===== config.mk =====
export PLATFORM = sky130hd
export DESIGN_NAME = config_logic_cell
export DESIGN_NICKNAME = d
export VERILOG_FILES = /design/src/design/cell_pkg.sv /design/src/design/cell_path_if.sv /design/src/design/cell_line_select.sv /design/src/design/cell_line_gate.sv /design/src/design/config_logic_cell.sv
export SDC_FILE = /design/constraint.sdc
export NUM_CORES = 1
export LEC_CHECK = 0
export BUFFER_PORTS_ARGS = -buffer_cell sky130_fd_sc_hd__buf_4
export CORE_ASPECT_RATIO = 1.5
export CORE_UTILIZATION = 50
export CTS_BUF_LIST = sky130_fd_sc_hd__clkbuf_4 sky130_fd_sc_hd__clkbuf_8 sky130_fd_sc_hd__clkbuf_16
export CTS_CLUSTER_DIAMETER = 200
export DETAILED_ROUTE_END_ITERATION = 6
export PLACE_DENSITY = 0.73
export SYNTH_ARGS = -nofsm -noshare
export SYNTH_HDL_FRONTEND = slang
export SYNTH_SLANG_ARGS = --single-unit

===== constraint.sdc =====
create_clock -name clk -period 9.8 [get_ports clk]
set_input_delay 1.47 -clock clk [delete_from_list [all_inputs] [get_ports clk]]
set_output_delay 1.47 -clock clk [all_outputs]
set_load 0.02 [all_outputs]

===== src/design/cell_pkg.sv =====
/*
  Constants, register map and mode encodings shared by the configurable logic cell.
  Assumes a 32-bit Avalon-MM register bus addressed by word index.
*/
package cell_pkg;

  // ---------------------------------------------------------------------------
  // Sizes
  // ---------------------------------------------------------------------------
  localparam int LINE_COUNT = 4;
  localparam int SEL_W = 5;
  localparam int CAND_COUNT = 32;
  localparam int BUS_ADDR_W = 3;
  localparam int BUS_DATA_W = 32;
  localparam int BUS_BYTES = 4;

  // ---------------------------------------------------------------------------
  // Register word indices
  // ---------------------------------------------------------------------------
  localparam logic [2:0] ADDR_CTRL = 3'h0;
  localparam logic [2:0] ADDR_SEL0 = 3'h1;
  localparam logic [2:0] ADDR_SEL3 = 3'h4;
  localparam logic [2:0] ADDR_GATE = 3'h5;
  localparam logic [2:0] ADDR_ROUTE = 3'h6;
  localparam logic [2:0] ADDR_STATUS = 3'h7;

  // ---------------------------------------------------------------------------
  // Field positions and reset values
  // ---------------------------------------------------------------------------
  localparam int CTRL_EN_BIT = 0;
  localparam int CTRL_POL_BIT = 1;
  localparam int CTRL_PIN_EN_BIT = 2;
  localparam int CTRL_MODE_LSB = 4;
  localparam int CTRL_OUT_BIT = 7;
  localparam logic [7:0] CTRL_WMASK = 8'h77;
  localparam logic [7:0] CTRL_RESET = 8'h00;
  localparam logic [4:0] SEL_RESET = 5'h00;
  localparam logic [7:0] GATE_RESET = 8'h55;
  localparam int STAT_DATA_LSB = 0;
  localparam int STAT_GATED_LSB = 4;
  localparam int STAT_RESULT_BIT = 8;
  localparam int STAT_OUT_BIT = 9;

  // ---------------------------------------------------------------------------
  // Mode encodings
  // ---------------------------------------------------------------------------
  typedef enum logic [2:0] {
    FN_AND_OR, FN_OR_XOR, FN_AND4, FN_SR_LATCH, FN_DFF_SR, FN_DFF2_R, FN_JK_R, FN_DLATCH_SR
  } func_mode_t;

  typedef enum logic [1:0] {GATE_LOW, GATE_PASS, GATE_INVERT, GATE_HIGH} gate_mode_t;

endpackage


===== src/design/cell_path_if.sv =====
/*
  Signal path bundle between the cell core, its input selectors and its gating stage.
  Assumes every signal is combinational and synchronous to the system clock.
*/
`timescale 1ns/1ps
interface cell_path_if #(parameter int PIN_COUNT = 8, parameter int PIN_SEL_W = 3);
  logic [cell_pkg::CAND_COUNT-1:0] cell_candidate_input;
  logic [cell_pkg::SEL_W-1:0] line_select_field [cell_pkg::LINE_COUNT];
  logic [PIN_SEL_W-1:0] pin_route_select [cell_pkg::LINE_COUNT];
  logic [PIN_COUNT-1:0] cell_pins;
  logic [cell_pkg::LINE_COUNT-1:0] cell_pin_input;
  logic [cell_pkg::LINE_COUNT-1:0] data_line;
  cell_pkg::gate_mode_t gate_mode [cell_pkg::LINE_COUNT];
  logic [cell_pkg::LINE_COUNT-1:0] gated_line;

  modport core (output cell_candidate_input, line_select_field, pin_route_select, cell_pins, gate_mode,
                input cell_pin_input, data_line, gated_line);
  modport select (input cell_candidate_input, line_select_field, pin_route_select, cell_pins,
                  output cell_pin_input, data_line);
  modport gate (input data_line, gate_mode, output gated_line);
endinterface


===== src/design/cell_line_select.sv =====
/*
  Pin routing for the four pin inputs and the four 32-to-1 data line selectors.
  Assumes the candidate vector already holds the routed pin inputs in its low bits.
*/
`timescale 1ns/1ps
module cell_line_select #(
  parameter int PIN_COUNT = 8,
  parameter int PIN_SEL_W = 3
) (
  cell_path_if.select path
);

  // Picks one pin by its route code; a code past the last pin reads low.
  function automatic logic pick_pin(input logic [PIN_COUNT-1:0] pins, input logic [PIN_SEL_W-1:0] code);
    pick_pin = (int'(code) < PIN_COUNT) ? pins[code] : 1'b0;
  endfunction

  // ---------------------------------------------------------------------------
  // Selectors
  // ---------------------------------------------------------------------------
  // Each line has its own pin route and its own data select field.
  for (genvar i = 0; i < cell_pkg::LINE_COUNT; i++) begin : g_line
    assign path.cell_pin_input[i] = pick_pin(path.cell_pins, path.pin_route_select[i]);
    assign path.data_line[i] = path.cell_candidate_input[path.line_select_field[i]];
  end

endmodule


===== src/design/cell_line_gate.sv =====
/*
  Gating stage: each selected data line is forced low, passed, inverted or forced high.
  Assumes the gate modes come straight from the cell's gate register.
*/
`timescale 1ns/1ps
module cell_line_gate (
  cell_path_if.gate path
);

  // Applies one gate mode to one data line.
  function automatic logic gate_line(input logic data, input cell_pkg::gate_mode_t mode);
    unique case (mode)
      cell_pkg::GATE_LOW: gate_line = 1'b0;
      cell_pkg::GATE_PASS: gate_line = data;
      cell_pkg::GATE_INVERT: gate_line = ~data;
      cell_pkg::GATE_HIGH: gate_line = 1'b1;
    endcase
  endfunction

  // ---------------------------------------------------------------------------
  // Gates
  // ---------------------------------------------------------------------------
  // One gate per data line, all independent.
  for (genvar i = 0; i < cell_pkg::LINE_COUNT; i++) begin : g_gate
    assign path.gated_line[i] = gate_line(path.data_line[i], path.gate_mode[i]);
  end

endmodule


===== src/design/config_logic_cell.sv =====
/*
  Configurable logic cell: input selection, gating, logic function and output polarity,
  configured over an Avalon-MM slave with waitrequest.
  Assumes all candidate inputs are synchronous to clk and peer cells feed their outputs back.
*/
// Functional notes
// Four selectors each pick one of 32
// Eight selectable single-output logic functions
// Latch forms: SR, clocked D, transparent D, JK
// Stages: select, gate, function, polarity
// Settings change live without halting the cell
// Own 5-bit select field per line
// Software must program selects before use
// Codes 31 to 24: clocks and timers
// Codes 23 to 16: timers and serial
// Codes 15 to 8: PWM, capture, wave, comparators
// Codes 7 to 4: cell outputs fed back
// Codes 3 to 0: routed pin inputs
// Output goes to peripherals and a pin
// Each line excluded, passed or inverted
// Polarity one inverts, zero passes
`timescale 1ns/1ps
module config_logic_cell #(
  parameter int CELL_INDEX = 0,
  parameter int PIN_COUNT = 8
) (
  input wire logic clk,
  input wire logic sys_rst,
  input wire logic [cell_pkg::BUS_ADDR_W-1:0] avs_address,
  input wire logic avs_read,
  input wire logic avs_write,
  input wire logic [cell_pkg::BUS_DATA_W-1:0] avs_writedata,
  input wire logic [cell_pkg::BUS_BYTES-1:0] avs_byteenable,
  output logic [cell_pkg::BUS_DATA_W-1:0] avs_readdata,
  output logic avs_waitrequest,
  input wire logic sys_osc_level,
  input wire logic fast_internal_osc,
  input wire logic slow_internal_osc,
  input wire logic converter_rc_clock,
  input wire logic pin_change_flag,
  input wire logic timer2_match,
  input wire logic timer1_overflow,
  input wire logic timer0_overflow,
  input wire logic timer6_match,
  input wire logic timer4_match,
  input wire logic async_serial_port_data,
  input wire logic async_serial_port_clock,
  input wire logic zero_cross_out,
  input wire logic osc_controller_out,
  input wire logic sync_serial_port_data,
  input wire logic sync_serial_port_clock,
  input wire logic pwm4_out,
  input wire logic pwm3_out,
  input wire logic capture_compare_unit2_out,
  input wire logic capture_compare_unit1_out,
  input wire logic complementary_wave_b,
  input wire logic complementary_wave_a,
  input wire logic comparator_sync_out2,
  input wire logic comparator_sync_out1,
  input wire logic [cell_pkg::LINE_COUNT-1:0] peer_cell_output,
  input wire logic [PIN_COUNT-1:0] cell_pins,
  output logic cell_output,
  output logic cell_output_pin,
  output logic cell_output_pin_oe
);

  localparam int PIN_SEL_W = (PIN_COUNT > 1) ? $clog2(PIN_COUNT) : 1;
  localparam int ROUTE_W = cell_pkg::LINE_COUNT * PIN_SEL_W;

  // ---------------------------------------------------------------------------
  // Declarations
  // ---------------------------------------------------------------------------
  logic bus_ack;
  logic [7:0] ctrl_reg;
  logic [cell_pkg::SEL_W-1:0] sel_reg [cell_pkg::LINE_COUNT];
  logic [7:0] gate_reg;
  logic [ROUTE_W-1:0] route_reg;
  logic [cell_pkg::BUS_DATA_W-1:0] read_value;
  logic [cell_pkg::LINE_COUNT-1:0] fed_back_cells;
  logic [cell_pkg::LINE_COUNT-1:0] g;
  cell_pkg::func_mode_t function_mode;
  logic cell_enable;
  logic out_polarity;
  logic comb_value;
  logic function_result;
  logic is_sequential;
  logic state_q;
  logic next_state;
  logic prev_clock_line;
  logic clock_rise;

  cell_path_if #(.PIN_COUNT(PIN_COUNT), .PIN_SEL_W(PIN_SEL_W)) path ();

  // ---------------------------------------------------------------------------
  // Helpers
  // ---------------------------------------------------------------------------
  // Merges write data into an old word under the byte enables.
  function automatic logic [31:0] byte_merge(input logic [31:0] old_word, input logic [31:0] wr_word,
                                             input logic [3:0] be);
    logic [31:0] merged;
    merged = old_word;
    for (int b = 0; b < cell_pkg::BUS_BYTES; b++) begin
      if (be[b]) begin
        merged[b*8 +: 8] = wr_word[b*8 +: 8];
      end
    end
    byte_merge = merged;
  endfunction

  // True on the accepted edge of a write to the given word.
  function automatic logic write_hit(input logic [2:0] addr);
    write_hit = avs_write && bus_ack && (avs_address == addr);
  endfunction

  // ---------------------------------------------------------------------------
  // Bus handshake
  // ---------------------------------------------------------------------------
  // Every access waits one cycle, then completes on the following edge.
  always_ff @(posedge clk) begin
    if (sys_rst) begin
      bus_ack <= 1'b0;
    end else begin
      bus_ack <= (avs_read || avs_write) && !bus_ack;
    end
  end

  // Wait is raised for the first cycle of each access.
  assign avs_waitrequest = (avs_read || avs_write) && !bus_ack;

  // ---------------------------------------------------------------------------
  // Configuration registers
  // ---------------------------------------------------------------------------
  // Control word: enable, polarity, pin drive and function mode.
  always_ff @(posedge clk) begin
    if (sys_rst) begin
      ctrl_reg <= cell_pkg::CTRL_RESET;
    end else if (write_hit(cell_pkg::ADDR_CTRL)) begin
      ctrl_reg <= 8'(byte_merge({24'h00_0000, ctrl_reg}, avs_writedata, avs_byteenable))
                  & cell_pkg::CTRL_WMASK;
    end
  end

  // Select fields, one word per data line; reset to code zero for a known start.
  always_ff @(posedge clk) begin
    if (sys_rst) begin
      for (int i = 0; i < cell_pkg::LINE_COUNT; i++) begin
        sel_reg[i] <= cell_pkg::SEL_RESET;
      end
    end else begin
      for (int i = 0; i < cell_pkg::LINE_COUNT; i++) begin
        if (write_hit(3'(int'(cell_pkg::ADDR_SEL0) + i))) begin
          sel_reg[i] <= 5'(byte_merge({27'h000_0000, sel_reg[i]}, avs_writedata, avs_byteenable));
        end
      end
    end
  end

  // Gate word: two bits of gate mode per line.
  always_ff @(posedge clk) begin
    if (sys_rst) begin
      gate_reg <= cell_pkg::GATE_RESET;
    end else if (write_hit(cell_pkg::ADDR_GATE)) begin
      gate_reg <= 8'(byte_merge({24'h00_0000, gate_reg}, avs_writedata, avs_byteenable));
    end
  end

  // Pin route word: one route code per pin input.
  always_ff @(posedge clk) begin
    if (sys_rst) begin
      route_reg <= '0;
    end else if (write_hit(cell_pkg::ADDR_ROUTE)) begin
      route_reg <= ROUTE_W'(byte_merge(32'(route_reg), avs_writedata, avs_byteenable));
    end
  end

  // Field views of the control word.
  assign cell_enable = ctrl_reg[cell_pkg::CTRL_EN_BIT];
  assign out_polarity = ctrl_reg[cell_pkg::CTRL_POL_BIT];
  assign function_mode = cell_pkg::func_mode_t'(ctrl_reg[cell_pkg::CTRL_MODE_LSB +: 3]);

  // ---------------------------------------------------------------------------
  // Read back
  // ---------------------------------------------------------------------------
  // Read word selection; unmapped bits and words read as zero.
  always_comb begin
    read_value = '0;
    case (avs_address)
      cell_pkg::ADDR_CTRL: begin
        read_value[7:0] = ctrl_reg;
        read_value[cell_pkg::CTRL_OUT_BIT] = cell_output;
      end
      cell_pkg::ADDR_GATE: begin
        read_value[7:0] = gate_reg;
      end
      cell_pkg::ADDR_ROUTE: begin
        read_value[ROUTE_W-1:0] = route_reg;
      end
      cell_pkg::ADDR_STATUS: begin
        read_value[cell_pkg::STAT_DATA_LSB +: 4] = path.data_line;
        read_value[cell_pkg::STAT_GATED_LSB +: 4] = path.gated_line;
        read_value[cell_pkg::STAT_RESULT_BIT] = function_result;
        read_value[cell_pkg::STAT_OUT_BIT] = cell_output;
      end
      default: begin
        for (int i = 0; i < cell_pkg::LINE_COUNT; i++) begin
          if (avs_address == 3'(int'(cell_pkg::ADDR_SEL0) + i)) begin
            read_value[4:0] = sel_reg[i];
          end
        end
      end
    endcase
  end

  // Read data is captured in the wait cycle and stands through the completing edge.
  always_ff @(posedge clk) begin
    if (sys_rst) begin
      avs_readdata <= '0;
    end else if (avs_read && !bus_ack) begin
      avs_readdata <= read_value;
    end
  end

  // ---------------------------------------------------------------------------
  // Candidate inputs and selection
  // ---------------------------------------------------------------------------
  // The cell's own slot is fed from its own registered output.
  for (genvar i = 0; i < cell_pkg::LINE_COUNT; i++) begin : g_feedback
    assign fed_back_cells[i] = (i == CELL_INDEX) ? cell_output : peer_cell_output[i];
  end

  // Candidate vector, highest code first.
  assign path.cell_candidate_input = {
    sys_osc_level, fast_internal_osc, slow_internal_osc, converter_rc_clock,
    pin_change_flag, timer2_match, timer1_overflow, timer0_overflow,
    timer6_match, timer4_match, async_serial_port_data, async_serial_port_clock,
    zero_cross_out, osc_controller_out, sync_serial_port_data, sync_serial_port_clock,
    pwm4_out, pwm3_out, capture_compare_unit2_out, capture_compare_unit1_out,
    complementary_wave_b, complementary_wave_a, comparator_sync_out2, comparator_sync_out1,
    fed_back_cells,
    path.cell_pin_input
  };

  // Configuration fields handed to the selector and gate stages.
  assign path.cell_pins = cell_pins;
  for (genvar i = 0; i < cell_pkg::LINE_COUNT; i++) begin : g_cfg
    assign path.line_select_field[i] = sel_reg[i];
    assign path.pin_route_select[i] = route_reg[i*PIN_SEL_W +: PIN_SEL_W];
    assign path.gate_mode[i] = cell_pkg::gate_mode_t'(gate_reg[i*2 +: 2]);
  end

  // Selection then gating, in stage order.
  cell_line_select #(.PIN_COUNT(PIN_COUNT), .PIN_SEL_W(PIN_SEL_W)) u_select (
    .path(path.select)
  );
  cell_line_gate u_gate (
    .path(path.gate)
  );

  // ---------------------------------------------------------------------------
  // Logic function
  // ---------------------------------------------------------------------------
  assign g = path.gated_line;

  // Combinational forms; inverted forms come from the polarity stage.
  always_comb begin
    is_sequential = 1'b1;
    comb_value = state_q;
    unique case (function_mode)
      cell_pkg::FN_AND_OR: begin
        is_sequential = 1'b0;
        comb_value = (g[0] & g[1]) | (g[2] & g[3]);
      end
      cell_pkg::FN_OR_XOR: begin
        is_sequential = 1'b0;
        comb_value = (g[0] | g[1]) ^ (g[2] | g[3]);
      end
      cell_pkg::FN_AND4: begin
        is_sequential = 1'b0;
        comb_value = &g;
      end
      cell_pkg::FN_SR_LATCH, cell_pkg::FN_DFF_SR, cell_pkg::FN_DFF2_R,
      cell_pkg::FN_JK_R, cell_pkg::FN_DLATCH_SR: begin
        is_sequential = 1'b1;
        comb_value = state_q;
      end
    endcase
  end

  assign function_result = is_sequential ? state_q : comb_value;

  // Line zero clocks the edge forms; its rise is seen against the previous sample.
  always_ff @(posedge clk) begin
    if (sys_rst) begin
      prev_clock_line <= 1'b0;
    end else begin
      prev_clock_line <= g[0];
    end
  end

  assign clock_rise = g[0] && !prev_clock_line;

  // Next state of the latch forms; reset wins over set in every form.
  always_comb begin
    next_state = state_q;
    unique case (function_mode)
      cell_pkg::FN_SR_LATCH: begin
        if (g[2] | g[3]) begin
          next_state = 1'b0;
        end else if (g[0] | g[1]) begin
          next_state = 1'b1;
        end
      end
      cell_pkg::FN_DFF_SR: begin
        if (g[2]) begin
          next_state = 1'b0;
        end else if (g[3]) begin
          next_state = 1'b1;
        end else if (clock_rise) begin
          next_state = g[1];
        end
      end
      cell_pkg::FN_DFF2_R: begin
        if (g[2]) begin
          next_state = 1'b0;
        end else if (clock_rise) begin
          next_state = g[1] & g[3];
        end
      end
      cell_pkg::FN_JK_R: begin
        if (g[2]) begin
          next_state = 1'b0;
        end else if (clock_rise) begin
          next_state = (g[1] & ~state_q) | (~g[3] & state_q);
        end
      end
      cell_pkg::FN_DLATCH_SR: begin
        if (g[2]) begin
          next_state = 1'b0;
        end else if (g[3]) begin
          next_state = 1'b1;
        end else if (g[0]) begin
          next_state = g[1];
        end
      end
      cell_pkg::FN_AND_OR, cell_pkg::FN_OR_XOR, cell_pkg::FN_AND4: begin
        next_state = state_q;
      end
    endcase
  end

  // Latch state is kept across mode changes while the cell is enabled; clearing the enable bit clears it.
  always_ff @(posedge clk) begin
    if (sys_rst || !cell_enable) begin
      state_q <= 1'b0;
    end else begin
      state_q <= next_state;
    end
  end

  // ---------------------------------------------------------------------------
  // Output polarity and drive
  // ---------------------------------------------------------------------------
  // Registered output; a disabled cell drives low.
  always_ff @(posedge clk) begin
    if (sys_rst) begin
      cell_output <= 1'b0;
    end else begin
      cell_output <= cell_enable && (function_result ^ out_polarity);
    end
  end

  // The same value feeds peripherals and the pin.
  assign cell_output_pin = cell_output;
  assign cell_output_pin_oe = cell_enable && ctrl_reg[cell_pkg::CTRL_PIN_EN_BIT];

endmodule


==> flow_summary_export.csv, run 1 <==
group,metric,value,unit
clock_network,post_cts_buffers,0,
worst_setup_path,r2r-start,"route_reg[10]",
grt,grt_max_degree,43,
sta,fmax,204,MHz
worst_setup_path,r2r_cells,9,
placement,portBuffers,71,
logic_synthesis,synth-seq-cells,62,
layout,regArea,0.00144,sq mm
logic_synthesis,synthArstFlopShare,0,
power,power.density,133,mW/mm^2
placement,gp_congestion,0.909,
hold_path,min_to,"avs_readdata[3]",
hold_path,hold_path_depth,2,
floorplanning,io_pins,115,
clock_network,cts_resized,0,
grt,grt_pass1_wl,20300,um
route,routedWlPerCell,19.8,um
sta,period_minus_slack,4910,ps
route,antenna_left,0,
placement,dpl.cell_count,635,
layout,fillers,801,
floorplanning,rows,43,
route,num_vias,4057,
worst_setup_path,reg2reg_slack,5660,ps
worst_setup_path,required,10060,ps
layout,drive_gt1_frac,0.262,
power,pwr-share-clk,0.417,
sta,clock_skew,5.65,ps
grt,grt_remaining_overflow,0,
grt,grt_antenna_before_repair,0,
power,p_leak,2.05,nW
power,comb_power_share,0.189,
sta,whs,456,ps
worst_setup_path,r2r_end,"cell_output",
floorplanning,core,0.00920,sq mm
sta,setup-tns-final,0,ps
logic_synthesis,synth.distinct_cells,63,
sta,finalMaxSlewViolations,0,
logic_synthesis,synth_ff_type,"dfxtp_1",
route,drc_errors,0,
power,fin_total_pwr,724,uW
worst_setup_path,path_class,"in -> reg",
floorplanning,die_area,0.00981,sq mm
hold_path,hp-class,"reg -> reg",
clock_network,htree_levels,3,
route,firstDrtPassIters,5,
sta,setup_ws,4890,ps
floorplanning,die_x,81.2,um
placement,placed_area,0.00515,sq mm
power,p_sw,193,uW
layout,largest_reg_flops,20,
clock_network,cts_buffers,9,
layout,multiInputGateArea,0.00299,sq mm
power,swShare,0.267,
worst_setup_path,cp-start-kind,"input port",
sta,rsz0062_at_grt,"false",
layout,nNetsFinal,613,
logic_synthesis,avgSynthCellArea,9.66,sq um
power,p_int,531,uW
logic_synthesis,syn_area,0.00470,sq mm
status,outcome,"finished clean",
logic_synthesis,synth_edf_count,20,
sta,setup_viol_count_final,0,
sta,final-hold-violation-count,0,
layout,finalNonFillerCells,651,
clock_network,cts_tree,"yes",
worst_setup_path,end_kind,"register",
layout,fin_area,0.00543,sq mm
sta,period_share,0.501,
route,drt_iter0_drc,188,
grt,grt_pass1_vias,3927,
clock_network,clk_latency,330,ps
clock_network,clkTransAtPathRegs,50,ps
placement,dpl.hpwl,9730,um
floorplanning,start_util,0.511,
clock_network,cts-hold-fix-buffers,0,
sta,relSlewSlack,0.408,
worst_setup_path,cp.arrival,5170,ps
power,ir_drop,0.121,mV
route,viasPerCell,6.23,
clock_network,clkSinkCount,62,
clock_network,clk_path_buf_depth,2,
sta,worst_pin_slew,882,ps
route,routed_wl,12900,um
layout,final_util,0.591,
worst_setup_path,cp_max_fo,7,
layout,antenna_cells,0,
clock_network,cts-root-buf,"clkbuf_16",
hold_path,min_from,"avs_readdata[3]",
floorplanning,die_h,121,um
run,max-cap-violations,0,
logic_synthesis,ys_warn_count,0,
logic_synthesis,netlist_instances,487,
power,p_seq_frac,0.394,
grt,track_usage,0.281,
layout,area_delta_synth_final,15.5,%
logic_synthesis,ys_seq_area_frac,0.306,
placement,pre_cts_ws,4620,ps
==> final cells by class <==
cell class	count	area share
clock inverters	6	0.00967
inverters	10	0.00691
repair buffers	72	0.0995
clock buffers	10	0.0428
multi-input cells	379	0.550
flip-flops and latches	62	0.265
well taps	112	0.0258
==> how the worst max path moves through the flow <==
| stage | startpoint | end | slack [ps] |
|---|---|---|---|
| after detailed placement | cell_pins[1] | cell_output | 4620 |
| after global placement | cell_pins[3] | cell_output | 4620 |
| after global routing | cell_pins[2] | avs_readdata[8] | 4800 |
| after floorplan | cell_pins[3] | cell_output | 5420 |
| final | cell_pins[3] | cell_output | 4890 |
| after CTS | cell_pins[1] | cell_output | 4960 |
==> layout by cell type (no fill, tap or decap), types with 2 or more instances in the layout <==
cell and instances:
buf_4 72, nor2_1 52, mux2i_1 47, dfxtp_1 42, nand2_1 37, a21oi_1 32
mux4_2 32, and2_1 24, conb_1 20, edfxtp_1 20, nand3_1 17, nor3_1 17
inv_1 10, mux2_2 9, clkbuf_16 9, nand2b_1 8, o21ai_0 6, a211oi_1 6
nor2b_1 5, o22ai_1 5, mux4_1 4, a221oi_1 4, o211ai_1 4, clkinv_1 4
nor3b_1 3, or2_2 3, a32oi_1 3, a22oi_1 3, a31oi_1 3, a22o_1 2
nand4_1 2, o21ai_1 2
==> cells by family (layout without fill, tap and decap cells) <==
logic type	Yosys count	in the layout	share of synthesized area
compound gates	89	89	0.135
fa+ha+maj	1	1	0.00239
buf+inv	65	98	0.0732
flops	62	62	0.306
mux	93	93	0.300
other cells	1	20	0.000797
simple gates	176	176	0.183
==> critical path, cell delays in order <==
cell and delay, ps:
buf_4 120, mux4_1 480, mux2_2 320, mux4_2 480
o22ai_1 340, mux2i_1 730, a21oi_1 100, maj3_2 330
o311ai_1 550, mux2i_1 250
==> cells in the mapped netlist, drive strengths merged, types with 4 or more instances <==
cell | number | share of area
nor3 | 17 | 0.018
nor2b | 5 | 0.0067
mux4 | 36 | 0.18
mux2 | 10 | 0.024
dfxtp | 42 | 0.18
inv | 10 | 0.0080
o22ai | 6 | 0.0093
mux2i | 47 | 0.10
a221oi | 5 | 0.011
clkbuf | 22 | 0.018
nand2 | 37 | 0.030
edfxtp | 20 | 0.13
and2 | 25 | 0.034
o211ai | 4 | 0.0064
nor2 | 52 | 0.042
buf | 33 | 0.048
o21ai | 8 | 0.0085
nand3 | 18 | 0.020
a211oi | 7 | 0.012
a21oi | 32 | 0.034
nand2b | 9 | 0.014
==> power by group through the flow <==
stage | sequential, mW | combinational, mW | clock, mW
finish | 0.285 | 0.137 | 0.302
floorplan | 0.285 | 0.0970 | 0
CTS | 0.285 | 0.136 | 0.304
detailed placement | 0.290 | 0.135 | 0
global route | 0.286 | 0.147 | 0.317
global placement | 0.290 | 0.133 | 0
==> layer usage <==
layer  part of all wire  GRT usage
met2               0.51      0.483
met1               0.37      0.317
met4              0.057      0.172
met5                  0          0
met3              0.061     0.0460
Power figures use the tool's default switching activity.
==> run 2: changes to the inputs <==
clock period = 4.96 ns   (was 9.8 ns; I/O delays follow)
==> flow_summary_export.csv, run 2 (synthesized netlist as in run 1, its figures left out) <==
group,metric,value,unit
status,outcome,"finished clean",
grt,grt_remaining_overflow,0,
layout,finalNonFillerCells,653,
grt,grt_antenna_before_repair,0,
worst_setup_path,path_class,"reg -> reg",
worst_setup_path,cp.arrival,3990,ps
layout,drive_gt1_frac,0.270,
floorplanning,core,0.00920,sq mm
grt,track_usage,0.296,
clock_network,htree_levels,3,
clock_network,clk_latency,330,ps
clock_network,post_cts_buffers,0,
floorplanning,rows,43,
route,routed_wl,13400,um
route,routedWlPerCell,20.5,um
layout,antenna_cells,0,
route,maxUsedRoutingLayer,"met4",
route,viasPerCell,6.44,
power,swShare,0.275,
sta,worst_pin_slew,899,ps
layout,nNetsFinal,615,
sta,period_share,0.751,
clock_network,clkSinkCount,62,
layout,mostFrequentLayoutCells,"74 x buf_4, 52 x nor2_1, 47 x mux2i_1, 42 x dfxtp_1, 37 x nand2_1",
route,drc_errors,0,
clock_network,cts_resized,0,
sta,finalMaxSlewViolations,0,
sta,fmax,269,MHz
grt,grt_max_degree,43,
clock_network,cts-hold-fix-buffers,0,
power,p_seq_frac,0.402,
floorplanning,die_x,81.2,um
floorplanning,die_area,0.00981,sq mm
sta,clock_skew,5.62,ps
route,num_vias,4205,
placement,gp_congestion,0.956,
placement,placed_area,0.00516,sq mm
placement,portBuffers,71,
sta,whs,457,ps
floorplanning,start_util,0.511,
floorplanning,die_h,121,um
clock_network,clk_path_buf_depth,2,
route,antenna_left,0,
power,ir_drop,0.260,mV
sta,setup_viol_count_final,0,
route,drt_iter0_drc,274,
clock_network,cts_buffers,9,
route,firstDrtPassIters,5,
grt,grt_pass1_vias,4122,
worst_setup_path,slowest_stage,"edfxtp_1",
clock_network,cts-root-buf,"clkbuf_16",
sta,final-hold-violation-count,0,
power,power.density,258,mW/mm^2
sta,rsz0062_at_grt,"false",
grt,grt_pass1_wl,21400,um
worst_setup_path,max_stage_delay,770,ps
layout,final_common_cell,"buf_4",
floorplanning,io_pins,115,
layout,fin_area,0.00544,sq mm
route,wl_met3,945,um
worst_setup_path,end_kind,"register",
sta,setup-tns-final,0,ps
clock_network,cts_tree,"yes",
sta,relSlewSlack,0.396,
power,p_int,1.02,mW
placement,dpl.hpwl,9980,um
placement,dpl.cell_count,637,
power,pwr-share-clk,0.401,
route,route.met2.wl,6790,um
worst_setup_path,cp-start-kind,"register",
route,wl_met1,4890,um
run,max-cap-violations,0,
power,comb_power_share,0.197,
power,p_leak,2.05,nW
hold_path,hp-class,"reg -> reg",
worst_setup_path,crit_chain,"mux4_2 -> o221a_2 -> a221oi_1 -> or3b_2 -> o211a_4 -> nor2_1 -> maj3_2 -> o311ai_1 -> mux2i_1",
sta,period_minus_slack,3720,ps
clock_network,clkTransAtPathRegs,50,ps
layout,area_delta_synth_final,15.6,%
worst_setup_path,cp_max_fo,13,
worst_setup_path,required,5220,ps
power,p_sw,385,uW
layout,largest_reg_flops,20,
==> run 2: cell types whose count changed in the layout (fill, tap and decap cells not counted) <==
| cell | previous run | this run |
|---|---|---|
| clkinv_1 | 4 | 1 |
| bufinv_16 | 1 | 0 |
| clkbuf_4 | 1 | 3 |
| clkinvlp_4 | 1 | 2 |
| buf_4 | 72 | 74 |
| clkinv_2 | 0 | 1 |
==> run 2: cell type report <==
class | instances | area (sq um)
clock buffers | 12 | 248
clock inverters | 4 | 23.8
fillers | 804 | 3760
inverters | 10 | 37.5
multi-input cells | 379 | 2990
flip-flops and latches | 62 | 1440
well taps | 112 | 140
repair buffers | 74 | 556
==> run 2: worst paths after layout <==
kind                    from         endpoint  slack, ps  depth (start not counted)
max            sel_reg[0][0]      cell_output       1240                          9
min          avs_readdata[3]  avs_readdata[3]        460                          2
max reg2reg    sel_reg[0][0]      cell_output       1240                          9
min reg2reg  avs_readdata[3]  avs_readdata[3]        460                          2
==> run 2: metal layers <==
| metal | vias to the layer above | track usage |
|---|---|---|
| met3 | 55 | 0.0498 |
| met5 | - | 0 |
| met4 | 0 | 0.193 |
| met1 | 2018 | 0.326 |
| li1 | 1891 | - |
| met2 | 241 | 0.510 |
==> run 2: worst max-delay path: cells and delay by family (launching register included) <==
family / cells / cell delay, ps
and+or+nand+nor: 2 / 290
AOI/OAI and AO/OA: 4 / 1420
DFF: 1 / 770
muxes: 2 / 880
adders and majority gates: 1 / 310
==> run 2: power by group through the flow <==
stage               Combinational [mW]  Sequential (mW)  Clock [mW]
CTS                              0.273            0.563       0.568
finish                           0.276            0.563       0.562
global route                     0.296            0.565       0.596
global placement                 0.265            0.572           0
detailed placement               0.271            0.573           0
floorplan                        0.192            0.562           0
==> run 2: through the flow <==
step | power [mW] | setup slack, ps | util
2_1_floorplan | 0.754 | 1300 | -
5_1_grt | 1.46 | 1110 | 0.591
3_3_place_gp | 0.837 | 988 | 0.561
6_report | 1.40 | 1240 | 0.591
4_1_cts | 1.40 | 1260 | 0.591
3_5_place_dp | 0.844 | 956 | 0.561
